===== src/verilog/drc_regs_pkg.sv =====
// Purpose: Shared map and field layout of the dynamic range controller registers
// Assumes: 32-bit AXI4-Lite, word index times four gives the byte address
// Notes: Printed offsets are word indices, not byte addresses
package drc_regs_pkg;
   localparam int AXI_ADDR_W = 14;
   localparam logic [11:0] IDX_P1_ENABLES = 12'h440;
   localparam logic [11:0] IDX_P1_SLOPE = 12'h442;
   localparam logic [11:0] IDX_P1_KNEE = 12'h443;
   localparam logic [11:0] IDX_P1_GATE = 12'h444;
   localparam logic [11:0] IDX_P2_ENABLES = 12'h540;
   localparam logic [11:0] IDX_P2_RATES = 12'h541;
   localparam logic [11:0] IDX_STATUS = 12'h5ff;
   // Writable bits per register; the rest read as zero
   localparam logic [15:0] MASK_ENABLES_P1 = 16'h0120;
   localparam logic [15:0] MASK_SLOPE = 16'h0007;
   localparam logic [15:0] MASK_KNEE = 16'h07ff;
   localparam logic [15:0] MASK_GATE = 16'h03ff;
   localparam logic [15:0] MASK_ENABLES_P2 = 16'h0138;
   localparam logic [15:0] MASK_RATES = 16'h1ffc;
   localparam logic [15:0] RST_ENABLES_P1 = 16'h0000;
   localparam logic [15:0] RST_SLOPE = 16'h0000;
   localparam logic [15:0] RST_KNEE = 16'h0000;
   localparam logic [15:0] RST_GATE = 16'h0000;
   localparam logic [15:0] RST_ENABLES_P2 = 16'h0018;
   localparam logic [15:0] RST_RATES = 16'h0844;
   localparam int BIT_GATE_ENA = 8;
   localparam int BIT_KNEE_OUT_ENA = 5;
   localparam int BIT_QR_ENA = 4;
   localparam int BIT_ANTICLIP_ENA = 3;
   localparam int LSB_KNEE_IN = 5;
   localparam int LSB_KNEE_OUT = 0;
   localparam int LSB_GATE_IN = 5;
   localparam int LSB_GATE_OUT = 0;
   localparam int LSB_SLOPE = 0;
   localparam int LSB_ATTACK = 9;
   localparam int LSB_DECAY = 5;
   localparam int LSB_MIN_GAIN = 2;
   // Highest defined codes, plus the lowest attack code; anything outside is reserved
   localparam logic [2:0] SLOPE_MAX = 3'h4;
   localparam logic [5:0] KNEE_IN_MAX = 6'h3c;
   localparam logic [4:0] KNEE_OUT_MAX = 5'h1e;
   localparam logic [3:0] ATTACK_MIN = 4'h1;
   localparam logic [3:0] ATTACK_MAX = 4'hb;
   localparam logic [3:0] DECAY_MAX = 4'h8;
   localparam logic [2:0] MIN_GAIN_MAX = 3'h4;
   localparam logic [1:0] RESP_OKAY = 2'h0;
   localparam logic [1:0] RESP_SLVERR = 2'h2;
endpackage

===== src/verilog/drc_param_check.sv =====
// Purpose: Registered decode of stored controller codes
// Assumes: Same clock, reset and clock enable as the register file
// Notes: Reserved codes are flagged, never altered
`timescale 1ns/100ps
module drc_param_check
   import drc_regs_pkg::*;
(
   input wire logic aclk,
   input wire logic aresetn,
   input wire logic ce,
   input wire logic [2:0] slope,
   input wire logic [5:0] knee_in,
   input wire logic [4:0] knee_out,
   input wire logic gate_ena,
   input wire logic gate_out_ena,
   input wire logic [3:0] attack,
   input wire logic [3:0] decay,
   input wire logic [2:0] min_gain,
   output logic gate_in_active,
   output logic gate_out_active,
   output logic signed [6:0] min_gain_db,
   output logic [5:0] reserved_flags
);
   function automatic logic signed [6:0] gain_db(input logic [2:0] code);
      case (code)
         3'h0: gain_db = 7'sd0;
         3'h1: gain_db = -7'sd12;
         3'h2: gain_db = -7'sd18;
         3'h3: gain_db = -7'sd24;
         3'h4: gain_db = -7'sd36;
         default: gain_db = 7'sd0;
      endcase
   endfunction

   always_ff @(posedge aclk) begin
      if (!aresetn) begin
         gate_in_active <= 1'b0;
         gate_out_active <= 1'b0;
      end else if (ce) begin
         gate_in_active <= gate_ena;
         gate_out_active <= gate_out_ena;
      end
   end

   always_ff @(posedge aclk) begin
      if (!aresetn) begin
         min_gain_db <= -7'sd12;
      end else if (ce) begin
         min_gain_db <= gain_db(min_gain);
      end
   end

   always_ff @(posedge aclk) begin
      if (!aresetn) begin
         reserved_flags <= 6'h00;
      end else if (ce) begin
         reserved_flags[0] <= slope > SLOPE_MAX;
         reserved_flags[1] <= knee_in > KNEE_IN_MAX;
         reserved_flags[2] <= knee_out > KNEE_OUT_MAX;
         reserved_flags[3] <= (attack < ATTACK_MIN) || (attack > ATTACK_MAX);
         reserved_flags[4] <= decay > DECAY_MAX;
         reserved_flags[5] <= min_gain > MIN_GAIN_MAX;
      end
   end
endmodule


===== src/verilog/drc_param_regs.sv =====
// Purpose: AXI4-Lite register file for dynamic range controller parameters
// Assumes: One write and one read outstanding at most, 16-bit fields in low half
// Notes: Outputs feed the gain engine directly from the stored fields, except the registered gate active flags and path2_min_gain_db
`timescale 1ns/100ps

// Overview of operation
// - Path one lower compressor slope is three bits; codes above 100 reserved.
// - Knee input level, bits 10:5, 0.75 dB steps down to -45 dB.
// - Knee output level, bits 4:0, 0.75 dB steps down to -22.5 dB.
// - Gate knee input, bits 9:5, -36 to -82.5 dB, only with gate enabled.
// - Gate knee output, bits 4:0, -30 to -76.5 dB, needs its output enable.
// - Path two gate enable bit 8, knee output enable bit 5, reset off.
// - Path two quick-release enable at bit 4, resets enabled.
// - Path two anti-clip enable at bit 3, resets enabled.
// - Attack rate bits 12:9, reset 0100; codes 0000 and 1100 up reserved.
// - Decay rate bits 8:5, reset 0010; codes 1001 up reserved.
// - Minimum gain bits 4:2, reset 001 meaning -12 dB.
module drc_param_regs
   import drc_regs_pkg::*;
(
   input wire logic aclk,
   input wire logic aresetn,
   input wire logic ce,
   input wire logic [drc_regs_pkg::AXI_ADDR_W-1:0] s_axi_awaddr,
   input wire logic [2:0] s_axi_awprot,
   input wire logic s_axi_awvalid,
   output logic s_axi_awready,
   input wire logic [31:0] s_axi_wdata,
   input wire logic [3:0] s_axi_wstrb,
   input wire logic s_axi_wvalid,
   output logic s_axi_wready,
   output logic [1:0] s_axi_bresp,
   output logic s_axi_bvalid,
   input wire logic s_axi_bready,
   input wire logic [drc_regs_pkg::AXI_ADDR_W-1:0] s_axi_araddr,
   input wire logic [2:0] s_axi_arprot,
   input wire logic s_axi_arvalid,
   output logic s_axi_arready,
   output logic [31:0] s_axi_rdata,
   output logic [1:0] s_axi_rresp,
   output logic s_axi_rvalid,
   input wire logic s_axi_rready,
   output logic [2:0] path1_lower_slope,
   output logic [5:0] path1_knee_in_level,
   output logic [4:0] path1_knee_out_level,
   output logic [4:0] path1_gate_knee_in_level,
   output logic [4:0] path1_gate_knee_out_level,
   output logic path1_gate_enable,
   output logic path1_gate_knee_out_enable,
   output logic path1_gate_in_active,
   output logic path1_gate_out_active,
   output logic path2_gate_enable,
   output logic path2_gate_knee_out_enable,
   output logic path2_quick_release_enable,
   output logic path2_anti_clip_enable,
   output logic [3:0] path2_attack_rate,
   output logic [3:0] path2_decay_rate,
   output logic [2:0] path2_min_gain,
   output logic signed [6:0] path2_min_gain_db
);
   import drc_regs_pkg::*;

   logic [15:0] p1_enables_r;
   logic [15:0] p1_slope_r;
   logic [15:0] p1_knee_r;
   logic [15:0] p1_gate_r;
   logic [15:0] p2_enables_r;
   logic [15:0] p2_rates_r;
   logic [5:0] reserved_flags;
   logic [5:0] reserved_seen_r;
   logic [5:0] reserved_seen_nxt;

   logic awready_r;
   logic wready_r;
   logic bvalid_r;
   logic [1:0] bresp_r;
   logic arready_r;
   logic rvalid_r;
   logic [31:0] rdata_r;
   logic [1:0] rresp_r;
   logic aw_held_r;
   logic w_held_r;
   logic [11:0] wr_idx_r;
   logic [15:0] wr_data_r;
   logic [1:0] wr_strb_r;

   logic aw_take;
   logic w_take;
   logic do_write;
   logic ar_take;
   logic [11:0] rd_idx;
   logic rd_hit;
   logic [15:0] rd_word;
   logic wr_hit;

   // Byte lane merge; only mapped field bits ever change
   function automatic logic [15:0] merge(input logic [15:0] old, input logic [15:0] data,
                                         input logic [1:0] strb, input logic [15:0] mask);
      logic [15:0] lane;
      lane = {{8{strb[1]}}, {8{strb[0]}}} & mask;
      merge = (old & ~lane) | (data & lane);
   endfunction

   function automatic logic mapped(input logic [11:0] idx);
      case (idx)
         IDX_P1_ENABLES, IDX_P1_SLOPE, IDX_P1_KNEE, IDX_P1_GATE,
         IDX_P2_ENABLES, IDX_P2_RATES, IDX_STATUS: mapped = 1'b1;
         default: mapped = 1'b0;
      endcase
   endfunction

   function automatic logic [11:0] word_idx(input logic [AXI_ADDR_W-1:0] addr);
      word_idx = addr[AXI_ADDR_W-1:2];
   endfunction

   assign aw_take = s_axi_awvalid && awready_r;
   assign w_take = s_axi_wvalid && wready_r;
   // Write happens once both halves are held and no response is pending
   assign do_write = aw_held_r && w_held_r && !bvalid_r;
   assign wr_hit = mapped(wr_idx_r) && (wr_idx_r != IDX_STATUS);
   assign ar_take = s_axi_arvalid && arready_r;
   assign rd_idx = word_idx(s_axi_araddr);

   // Address and data may arrive in either order
   always_ff @(posedge aclk) begin
      if (!aresetn) begin
         awready_r <= 1'b1;
         aw_held_r <= 1'b0;
         wr_idx_r <= 12'h000;
      end else if (ce) begin
         if (aw_take) begin
            awready_r <= 1'b0;
            aw_held_r <= 1'b1;
            wr_idx_r <= word_idx(s_axi_awaddr);
         end else if (do_write) begin
            aw_held_r <= 1'b0;
         end else if (bvalid_r && s_axi_bready) begin
            awready_r <= 1'b1;
         end
      end
   end

   always_ff @(posedge aclk) begin
      if (!aresetn) begin
         wready_r <= 1'b1;
         w_held_r <= 1'b0;
         wr_data_r <= 16'h0000;
         wr_strb_r <= 2'h0;
      end else if (ce) begin
         if (w_take) begin
            wready_r <= 1'b0;
            w_held_r <= 1'b1;
            wr_data_r <= s_axi_wdata[15:0];
            wr_strb_r <= s_axi_wstrb[1:0];
         end else if (do_write) begin
            w_held_r <= 1'b0;
         end else if (bvalid_r && s_axi_bready) begin
            wready_r <= 1'b1;
         end
      end
   end

   // Unmapped or read-only targets answer SLVERR; only a status write changes state, reloading the sticky record
   always_ff @(posedge aclk) begin
      if (!aresetn) begin
         bvalid_r <= 1'b0;
         bresp_r <= RESP_OKAY;
      end else if (ce) begin
         if (do_write) begin
            bvalid_r <= 1'b1;
            bresp_r <= wr_hit ? RESP_OKAY : RESP_SLVERR;
         end else if (bvalid_r && s_axi_bready) begin
            bvalid_r <= 1'b0;
         end
      end
   end

   // Codes are stored as written, reserved or not
   always_ff @(posedge aclk) begin
      if (!aresetn) begin
         p1_enables_r <= RST_ENABLES_P1;
         p1_slope_r <= RST_SLOPE;
         p1_knee_r <= RST_KNEE;
         p1_gate_r <= RST_GATE;
      end else if (ce && do_write) begin
         case (wr_idx_r)
            IDX_P1_ENABLES: begin
               p1_enables_r <= merge(p1_enables_r, wr_data_r, wr_strb_r, MASK_ENABLES_P1);
            end
            IDX_P1_SLOPE: begin
               p1_slope_r <= merge(p1_slope_r, wr_data_r, wr_strb_r, MASK_SLOPE);
            end
            IDX_P1_KNEE: begin
               p1_knee_r <= merge(p1_knee_r, wr_data_r, wr_strb_r, MASK_KNEE);
            end
            IDX_P1_GATE: begin
               p1_gate_r <= merge(p1_gate_r, wr_data_r, wr_strb_r, MASK_GATE);
            end
            default: begin
            end
         endcase
      end
   end

   always_ff @(posedge aclk) begin
      if (!aresetn) begin
         p2_enables_r <= RST_ENABLES_P2;
         p2_rates_r <= RST_RATES;
      end else if (ce && do_write) begin
         case (wr_idx_r)
            IDX_P2_ENABLES: begin
               p2_enables_r <= merge(p2_enables_r, wr_data_r, wr_strb_r, MASK_ENABLES_P2);
            end
            IDX_P2_RATES: begin
               p2_rates_r <= merge(p2_rates_r, wr_data_r, wr_strb_r, MASK_RATES);
            end
            default: begin
            end
         endcase
      end
   end

   // Sticky record of reserved codes seen; any status write attempt reloads it with the current flags
   always_comb begin
      reserved_seen_nxt = reserved_seen_r | reserved_flags;
      if (do_write && (wr_idx_r == IDX_STATUS)) begin
         reserved_seen_nxt = reserved_flags;
      end
   end

   always_ff @(posedge aclk) begin
      if (!aresetn) begin
         reserved_seen_r <= 6'h00;
      end else if (ce) begin
         reserved_seen_r <= reserved_seen_nxt;
      end
   end

   always_comb begin
      rd_hit = mapped(rd_idx);
      case (rd_idx)
         IDX_P1_ENABLES: rd_word = p1_enables_r;
         IDX_P1_SLOPE: rd_word = p1_slope_r;
         IDX_P1_KNEE: rd_word = p1_knee_r;
         IDX_P1_GATE: rd_word = p1_gate_r;
         IDX_P2_ENABLES: rd_word = p2_enables_r;
         IDX_P2_RATES: rd_word = p2_rates_r;
         IDX_STATUS: rd_word = {2'h0, reserved_seen_r, 2'h0, reserved_flags};
         default: rd_word = 16'h0000;
      endcase
   end

   always_ff @(posedge aclk) begin
      if (!aresetn) begin
         arready_r <= 1'b1;
         rvalid_r <= 1'b0;
         rdata_r <= 32'h0000_0000;
         rresp_r <= RESP_OKAY;
      end else if (ce) begin
         if (ar_take) begin
            arready_r <= 1'b0;
            rvalid_r <= 1'b1;
            rdata_r <= {16'h0000, rd_word};
            rresp_r <= rd_hit ? RESP_OKAY : RESP_SLVERR;
         end else if (rvalid_r && s_axi_rready) begin
            rvalid_r <= 1'b0;
            arready_r <= 1'b1;
         end
      end
   end

   drc_param_check u_check (
      .aclk(aclk),
      .aresetn(aresetn),
      .ce(ce),
      .slope(p1_slope_r[LSB_SLOPE +: 3]),
      .knee_in(p1_knee_r[LSB_KNEE_IN +: 6]),
      .knee_out(p1_knee_r[LSB_KNEE_OUT +: 5]),
      .gate_ena(p1_enables_r[BIT_GATE_ENA]),
      .gate_out_ena(p1_enables_r[BIT_KNEE_OUT_ENA]),
      .attack(p2_rates_r[LSB_ATTACK +: 4]),
      .decay(p2_rates_r[LSB_DECAY +: 4]),
      .min_gain(p2_rates_r[LSB_MIN_GAIN +: 3]),
      .gate_in_active(path1_gate_in_active),
      .gate_out_active(path1_gate_out_active),
      .min_gain_db(path2_min_gain_db),
      .reserved_flags(reserved_flags)
   );

   assign s_axi_awready = awready_r;
   assign s_axi_wready = wready_r;
   assign s_axi_bvalid = bvalid_r;
   assign s_axi_bresp = bresp_r;
   assign s_axi_arready = arready_r;
   assign s_axi_rvalid = rvalid_r;
   assign s_axi_rdata = rdata_r;
   assign s_axi_rresp = rresp_r;

   assign path1_lower_slope = p1_slope_r[LSB_SLOPE +: 3];
   assign path1_knee_in_level = p1_knee_r[LSB_KNEE_IN +: 6];
   assign path1_knee_out_level = p1_knee_r[LSB_KNEE_OUT +: 5];
   assign path1_gate_knee_in_level = p1_gate_r[LSB_GATE_IN +: 5];
   assign path1_gate_knee_out_level = p1_gate_r[LSB_GATE_OUT +: 5];
   assign path1_gate_enable = p1_enables_r[BIT_GATE_ENA];
   assign path1_gate_knee_out_enable = p1_enables_r[BIT_KNEE_OUT_ENA];
   assign path2_gate_enable = p2_enables_r[BIT_GATE_ENA];
   assign path2_gate_knee_out_enable = p2_enables_r[BIT_KNEE_OUT_ENA];
   assign path2_quick_release_enable = p2_enables_r[BIT_QR_ENA];
   assign path2_anti_clip_enable = p2_enables_r[BIT_ANTICLIP_ENA];
   assign path2_attack_rate = p2_rates_r[LSB_ATTACK +: 4];
   assign path2_decay_rate = p2_rates_r[LSB_DECAY +: 4];
   assign path2_min_gain = p2_rates_r[LSB_MIN_GAIN +: 3];
endmodule


===== config.mk =====
export PLATFORM = sky130hd
export DESIGN_NAME = drc_param_regs
export DESIGN_NICKNAME = d
export VERILOG_FILES = /design/src/verilog/drc_regs_pkg.sv /design/src/verilog/drc_param_check.sv /design/src/verilog/drc_param_regs.sv
export SDC_FILE = /design/constraint.sdc
export NUM_CORES = 1
export LEC_CHECK = 0
export ABC_AREA = 1
export BUFFER_PORTS_ARGS = -buffer_cell sky130_fd_sc_hd__buf_2
export CAP_MARGIN = 20
export CORE_UTILIZATION = 37
export CTS_BUF_LIST = sky130_fd_sc_hd__clkbuf_4 sky130_fd_sc_hd__clkbuf_8
export CTS_CLUSTER_DIAMETER = 150
export DETAILED_ROUTE_END_ITERATION = 16
export GPL_ROUTABILITY_DRIVEN = 0
export SLEW_MARGIN = 20
export SYNTH_ARGS = -nofsm -noshare
export SYNTH_HDL_FRONTEND = slang
export SYNTH_SLANG_ARGS = --single-unit

===== constraint.sdc =====
create_clock -name aclk -period 3.48 [get_ports aclk]
set_clock_uncertainty 0.15 [all_clocks]
set_input_delay 0.696 -clock aclk [delete_from_list [all_inputs] [get_ports aclk]]
set_output_delay 0.696 -clock aclk [all_outputs]
set_load 0.05 [all_outputs]

==> results of run 1 <==
Yosys cell counts (2+ instances only):
cell      instances  area share
nand2_1         118       0.090
dfxtp_1         111        0.45
a21oi_1          83       0.084
o21ai_0          73       0.074
inv_1            70       0.053
nor2_1           65       0.049
nand3_1          42       0.042
buf_4            22       0.033
clkbuf_1         19       0.014
nand4_1          11       0.014
a211oi_1          9       0.014
nor2_2            7      0.0089
nor3_1            7      0.0071
o211ai_1          6      0.0091
nor2_8            3       0.012
o21ai_1           3      0.0030
a211oi_2          2      0.0051
a31oi_1           2      0.0025
buf_2             2      0.0020
buf_6             2      0.0046
inv_2             2      0.0015
nor2_4            2      0.0046
o31ai_1           2      0.0030
logic make-up (layout without fill, tap and decap cells):
family | count (synthesis) | count (layout) | synth area share
and+or+nand+nor | 261 | 261 | 0.239
AOI/OAI and AO/OA | 181 | 181 | 0.196
buffers and inverters | 121 | 212 | 0.115
DFF | 111 | 111 | 0.449
other | 1 | 21 | 0.000758
power by group:
part,switching [uW],leakage [uW],total [uW],internal [uW]
sequential,22.1,0.000904,1330,1310
combinational,195,0.00159,256,61.1
clock,456,0.0000948,751,295
total,673,0.00259,2340,1660
routing by layer:
layer	global-route usage	wire length (um)	up-vias
met5	0	0	-
met3	0.0349	769	24
li1	-	-	2394
met2	0.323	6160	165
met1	0.273	6570	2114
met4	0.0705	244	0
layout make-up:
class | count | area, um^2
flip-flops and latches | 111 | 2220
clock inverters | 5 | 41.3
clock buffers | 11 | 145
fillers | 1380 | 7060
multi-input cells | 463 | 2230
inverters | 74 | 280
repair buffers | 122 | 626
well taps | 172 | 215
worst min-delay path by stage:
stage	endpoint	from
CTS	wr_data_r[12]$_SDFFE_PN0P_	wr_data_r[12]$_SDFFE_PN0P_
detailed placement	wr_data_r[12]$_SDFFE_PN0P_	wr_data_r[12]$_SDFFE_PN0P_
global placement	wr_idx_r[10]$_SDFFE_PN0P_	wr_idx_r[10]$_SDFFE_PN0P_
finish	wr_data_r[12]$_SDFFE_PN0P_	wr_data_r[12]$_SDFFE_PN0P_
floorplan	wr_idx_r[10]$_SDFFE_PN0P_	wr_idx_r[10]$_SDFFE_PN0P_
global route	wr_data_r[12]$_SDFFE_PN0P_	wr_data_r[12]$_SDFFE_PN0P_
stage by stage:
| step | cells | hold WS (ns) | utilization |
|---|---|---|---|
| floorplan | 695 | 0.274 | - |
| global placement | 942 | 0.284 | 0.435 |
| detailed placement | 942 | 0.292 | 0.435 |
| CTS | 958 | 0.309 | 0.449 |
| global route | 958 | 0.324 | 0.449 |
| finish | 958 | 0.307 | 0.449 |
worst min-delay path, stage by stage (launching register included):
cell     delay (ns)
dfxtp_1        0.33
inv_1          0.05
a21oi_1        0.05
==> impl_metrics.yaml, run 1 <==
clock_tree:
  cts_buffers: 9
  clk_pin_slew_ns: 0.11
  clk_path_buf_depth: 2
  postCtsSetupBuffers: 0
  tritoncts: "built"
  clockRootBuffer: "clkbuf_8"
  cts_resized: 0
  clk_latency_ns: 0.39
  cts_sinks: 111
  h-tree-depth: 3
  postCtsHoldBufs: 0
die:
  die_height_um: 118
  start_util: 0.386
  die_x_um: 118
  rows: 41
  core_um2: 12800
  io_pins: 169
  die_area_um2: 13800
place:
  place_area_um2: 5580
  dp_slack_ns: 0.782
  post-dp-hpwl_um: 10300
  numPortBuffers: 116
worst_setup_path:
  worstSetupStartpoint: "ce"
  arrival_ns: 2.49
  crit_fanout: 28
  cp_top_family: "simple AND/OR/NAND/NOR gates"
  rr_worst_depth: 8
  crit_chain: "buf_2, nand4_4, nor2_1, inv_1, nor3_1, o21ai_0, nor2_1"
  start_kind: "primary input"
  cpMostUsedCell: "nor2_1"
  r2r_slack_ns: 1.62
  path_class: "in -> reg"
  cp-end-kind: "flip-flop"
  cp_num_buf_inv: 2
  path_depth: 7
  crit_slowest_cell: "buf_2"
  r2r-start: "wr_idx_r[11]$_SDFFE_PN0P_"
  cp.required_ns: 3.67
  max_stage_delay_ns: 0.48
yosys:
  async_reset_ff_frac: 0
  synthFlopType: "dfxtp_1"
  ys_seq_elements: 111
  synth.yosys.seq_area_share: 0.449
  synth_cells: 675
  yosys_warnings: 0
  synth_edf_count: 0
  synth.distinct_cells: 35
  syn_area_um2: 4950
  syn_area_per_cell_um2: 7.33
sta:
  hold_viol: 0
  setup_viol: 0
  fin_crit_sh: 0.660
  drv_slew: 0
  rsz0062_at_grt: "false"
  fin_tns_setup_ns: 0
  worstMarginPinSlew_ns: 0.624
  fin_crit_ns: 2.30
  slew_headroom: 0.584
  max_clock_freq_mhz: 435
  finalWorstSetupSlack_ns: 1.18
run_status:
  run_status: "completed"
layout:
  final_cell_mix: "118 x nand2_1, 116 x buf_2, 111 x dfxtp_1"
  drive_above_1_share: 0.202
  finalInstanceArea_um2: 5760
  layout_commonest_cell: "nand2_1"
  n_antenna_cell: 0
  syn_to_final_growth_pct: 16.5
  final_nets: 859
global_routing:
  grt-ovfl-total: 0
  grt_pass1_vias: 4244
  grt_pass1_wl_um: 22300
  grt_max_degree: 67
  antenna_found_initial: 0
  grt_usage: 0.202
route:
  drcViolationCount: 0
  vias: 4697
  drt-pass1-iter-count: 5
  wire_per_inst_um: 14.4
  drt-initial-drc-count: 280
  drt_wl_total_um: 13700
  ant_nets: 0
  vias_per_cell: 4.90
power_and_ir_drop:
  p_leak_uw: 0.00259
  total_power_uw: 2340
  p_per_area_nw_per_um2: 406
  peakVddDrop_mv: 0.174
worst_hold_path:
  holdPathStages: 2
  hp-class: "reg -> reg"
flow_run:
  drv_cap: 0
(Power assumes the default switching activity.)
==> inputs of run 2 (changes only) <==
clock period = 1.9 ns   (was 3.48 ns; I/O delays follow)
==> run 2 against run 1 <==
Against the previous run:
- utilization is 1.5 points higher
- total power is 86% higher
- first-iteration DRC count is 43% higher
==> impl_metrics.yaml, run 2 (synthesized netlist as in run 1, its figures left out) <==
route:
  drt-pass1-iter-count: 4
  ant_nets: 0
  vias: 4751
  wire_per_inst_um: 14.2
  vias_per_cell: 4.85
  drt-initial-drc-count: 399
  drcViolationCount: 0
  drt_wl_total_um: 13900
clock_tree:
  postCtsHoldBufs: 0
  clk_latency_ns: 0.38
  cts_resized: 0
  clk_pin_slew_ns: 0.10
  clockRootBuffer: "clkbuf_8"
  clk_path_buf_depth: 2
  h-tree-depth: 3
  cts_sinks: 111
  cts_buffers: 9
  postCtsSetupBuffers: 0
  tritoncts: "built"
die:
  die_height_um: 118
  start_util: 0.386
  core_um2: 12800
  die_area_um2: 13800
  io_pins: 169
  die_x_um: 118
  rows: 41
layout:
  fillers: 1331
  final_cell_mix: "117 x nand2_1, 116 x buf_2, 111 x dfxtp_1"
  final_nets: 880
  final_cell_count_no_fill: 979
  drive_above_1_share: 0.229
  n_antenna_cell: 0
  syn_to_final_growth_pct: 20.5
  layout_commonest_cell: "nand2_1"
worst_hold_path:
  holdPathStages: 3
  min_from: "s_axi_awaddr[4]"
  hp-class: "in -> reg"
  min_to: "wr_idx_r[2]$_SDFFE_PN0P_"
sta:
  drv_slew: 0
  fin_crit_sh: 0.923
  finalWorstSetupSlack_ns: 0.147
  worst_hold_slack_ns: 0.119
  setup_viol: 0
  fin_crit_ns: 1.75
  hold_viol: 0
  max_clock_freq_mhz: 570
  rsz0062_at_grt: "true"
worst_setup_path:
  arrival_ns: 1.92
  cp-end-kind: "flip-flop"
  r2r-start: "wr_idx_r[11]$_SDFFE_PN0P_"
  crit_chain: "inv_1, nand3_1, nor2_1, buf_4, nand2_1, nor2_8, o21ai_0, a21oi_1"
  crit_slowest_cell: "dfxtp_1"
  path_class: "reg -> reg"
  worstSetupStartpoint: "wr_idx_r[11]$_SDFFE_PN0P_"
  cp.required_ns: 2.07
  max_stage_delay_ns: 0.31
  cp_num_buf_inv: 2
  rr_worst_depth: 8
  r2r_slack_ns: 0.15
  crit_fanout: 16
  cp_top_family: "simple AND/OR/NAND/NOR gates"
  start_kind: "flip-flop"
power_and_ir_drop:
  p_per_area_nw_per_um2: 729
  peakVddDrop_mv: 0.293
  p_leak_uw: 0.00271
  total_power_uw: 4350
global_routing:
  grt_max_degree: 44
  grt_usage: 0.204
  grt_pass1_wl_um: 22500
  antenna_found_initial: 0
  grt_pass1_vias: 4384
  grt-ovfl-total: 0
place:
  numPortBuffers: 116
  dp_slack_ns: 0.0180
  post-dp-hpwl_um: 10600
  placed_cells: 963
flow_run:
  drv_cap: 0
run_status:
  run_status: "completed"
-- run 2: cell type report --
cell class              count  area [um^2]  share of cell area
clock buffers              14          186              0.0313
clock inverters             2         12.5             0.00210
inverters                  74          280              0.0470
multi-input cells         463         2250               0.377
flip-flops and latches    111         2220               0.373
well taps                 172          215              0.0361
repair buffers            143          796               0.134
-- run 2: worst max path at each step --
stage	depth (start not counted)	endpoint
detailed placement	10	s_axi_rdata[8]$_SDFFE_PN0P_
global route	8	flip-flop
finish	8	flip-flop
global placement	10	s_axi_rdata[7]$_SDFFE_PN0P_
floorplan	8	flip-flop
CTS	8	flip-flop
-- run 2: per-layer routing --
metal | wire length [um] | track usage | vias up
met5 | 0 | 0 | -
li1 | - | - | 2439
met4 | 261 | 0.0817 | 0
met1 | 6660 | 0.279 | 2122
met3 | 831 | 0.0368 | 23
met2 | 6170 | 0.318 | 167
-- run 2: power breakdown --
group          internal [uW]  switching [uW]
combinational            128             360
sequential              2400            42.0
clock                    635             785
-- run 2: worst min-delay path, delay by kind of cell --
family	cells	cell delay [ns]
AOI/OAI and AO/OA	2	0.17
buffers and inverters	1	0.07
-- run 2: per-stage QoR --
step	cell area, um^2	TNS [ns]	utilization
after floorplan	5020	0	-
after global placement	5750	0	0.448
after detailed placement	5750	0	0.448
after CTS	5940	0	0.464
after global routing	5960	-0.0891	0.465
final	5960	0	0.465
==> inputs of run 3 (changes only) <==
REMOVE_ABC_BUFFERS = 1   (was unset)
==> run 3 against run 2 <==
Against the previous run:
- cell count shrank 0.51%
- via count shrank 1.5%
- wire length grew 0.18%
- worst hold slack lost 0.0096 ns
- total power grew 6.9%
- fmax grew 3.3%
- largest cell class unchanged
- highest routed layer unchanged
==> impl_metrics.yaml, run 3 (synthesized netlist as in run 1, its figures left out) <==
layout:
  n_antenna_cell: 0
  drive_above_1_share: 0.222
  finalInstanceArea_um2: 5950
  fillers: 1328
  final_cell_mix: "118 x nand2_1, 116 x buf_2, 111 x dfxtp_1"
  final_util: 0.464
  final_nets: 875
  final_cell_count_no_fill: 974
  layout_commonest_cell: "nand2_1"
  syn_to_final_growth_pct: 20.2
run_status:
  run_status: "completed"
global_routing:
  grt_usage: 0.205
  grt_pass1_wl_um: 22600
  grt_max_degree: 47
  grt-ovfl-total: 0
  antenna_found_initial: 0
  grt_pass1_vias: 4351
die:
  rows: 41
  die_area_um2: 13800
  die_x_um: 118
  core_um2: 12800
  die_height_um: 118
  start_util: 0.386
  io_pins: 169
worst_setup_path:
  path_class: "reg -> reg"
  crit_fanout: 10
  cp-end-kind: "flip-flop"
  start_kind: "flip-flop"
  cp.required_ns: 2.05
  arrival_ns: 1.84
power_and_ir_drop:
  pwr-share-clk: 0.371
  p_sw_frac: 0.268
  pwr-share-comb: 0.104
  internal-power_uw: 3400
  seqPwrFrac: 0.525
  peakVddDrop_mv: 0.350
  switching_power_uw: 1250
  p_leak_uw: 0.00269
  p_per_area_nw_per_um2: 781
route:
  drt_wl_total_um: 13900
  drt-pass1-iter-count: 4
  drt-initial-drc-count: 266
  wire_per_inst_um: 14.3
  drcViolationCount: 0
  ant_nets: 0
  vias_per_cell: 4.80
  vias: 4680
place:
  dp_slack_ns: 0.00233
  numPortBuffers: 116
  post-dp-hpwl_um: 10600
  place_area_um2: 5700
  placed_cells: 958
clock_tree:
  cts_resized: 0
  cts_sinks: 111
  cts_buffers: 9
  clk_pin_slew_ns: 0.10
  postCtsHoldBufs: 0
  clk_latency_ns: 0.39
  h-tree-depth: 3
  tritoncts: "built"
  postCtsSetupBuffers: 0
  clockRootBuffer: "clkbuf_8"
  clk_path_buf_depth: 2
sta:
  max_clock_freq_mhz: 589
  hold_viol: 0
  fin_crit_ns: 1.70
  rsz0062_at_grt: "true"
  drv_slew: 0
  fin_crit_sh: 0.894
  setup_viol: 0
  finalWorstSetupSlack_ns: 0.202
worst_hold_path:
  hp-class: "in -> reg"
flow_run:
  drv_cap: 0
-- run 3: cell count changes in the layout (fill, tap and decap cells not counted), sizes merged --
cell    delta
clkbuf     -5
clkinv     +1
bufinv     +3
inv        +1
buf        -5
-- run 3: stage by stage --
stage          TNS [ns]  hold slack, ns  total power [uW]
2_1_floorplan    -0.342           0.273              2800
3_3_place_gp          0           0.282              2960
3_5_place_dp          0           0.285              2970
4_1_cts               0          0.0984              4670
5_1_grt         -0.0102           0.109              4820
6_report              0           0.109              4650
-- run 3: layout make-up --
cell class              count  area (um^2)  share of cell area
multi-input cells         463         2240               0.377
clock inverters             7          120              0.0202
inverters                  74          280              0.0471
well taps                 172          215              0.0362
repair buffers            138          746               0.125
flip-flops and latches    111         2220               0.374
clock buffers               9          124              0.0208
-- run 3: final timing paths --
kind                                    end  slack (ns)  cells after the start                       from
setup / recovery                  flip-flop        0.20                      7   wr_idx_r[5]$_SDFFE_PN0P_
hold / removal     wr_idx_r[6]$_SDFFE_PN0P_        0.11                      3            s_axi_awaddr[8]
setup reg to reg                  flip-flop        0.20                      7   wr_idx_r[5]$_SDFFE_PN0P_
hold reg to reg   wr_idx_r[10]$_SDFFE_PN0P_        0.30                      2  wr_idx_r[10]$_SDFFE_PN0P_
-- run 3: critical path: stages, from the launching register on --
cell,delay [ns]
dfxtp_1,0.31
inv_1,0.08
nand4_1,0.16
nor2_1,0.16
inv_1,0.10
nor2_4,0.15
nand2_2,0.20
a211oi_1,0.29
-- run 3: metal layers --
metal / routed length, um / track usage / up-vias
met3: 666 / 0.0276 / 16
met2: 6570 / 0.341 / 130
met4: 220 / 0.0729 / 0
li1: - / - / 2435
met1: 6490 / 0.269 / 2099
met5: 0 / 0 / -
-- run 3: power groups by stage --
stage | sequential [uW] | combinational [uW] | clock, uW
finish | 2440 | 485 | 1720
global route | 2450 | 532 | 1840
CTS | 2440 | 485 | 1750
detailed placement | 2490 | 484 | 0
global placement | 2490 | 474 | 0
floorplan | 2540 | 259 | 0
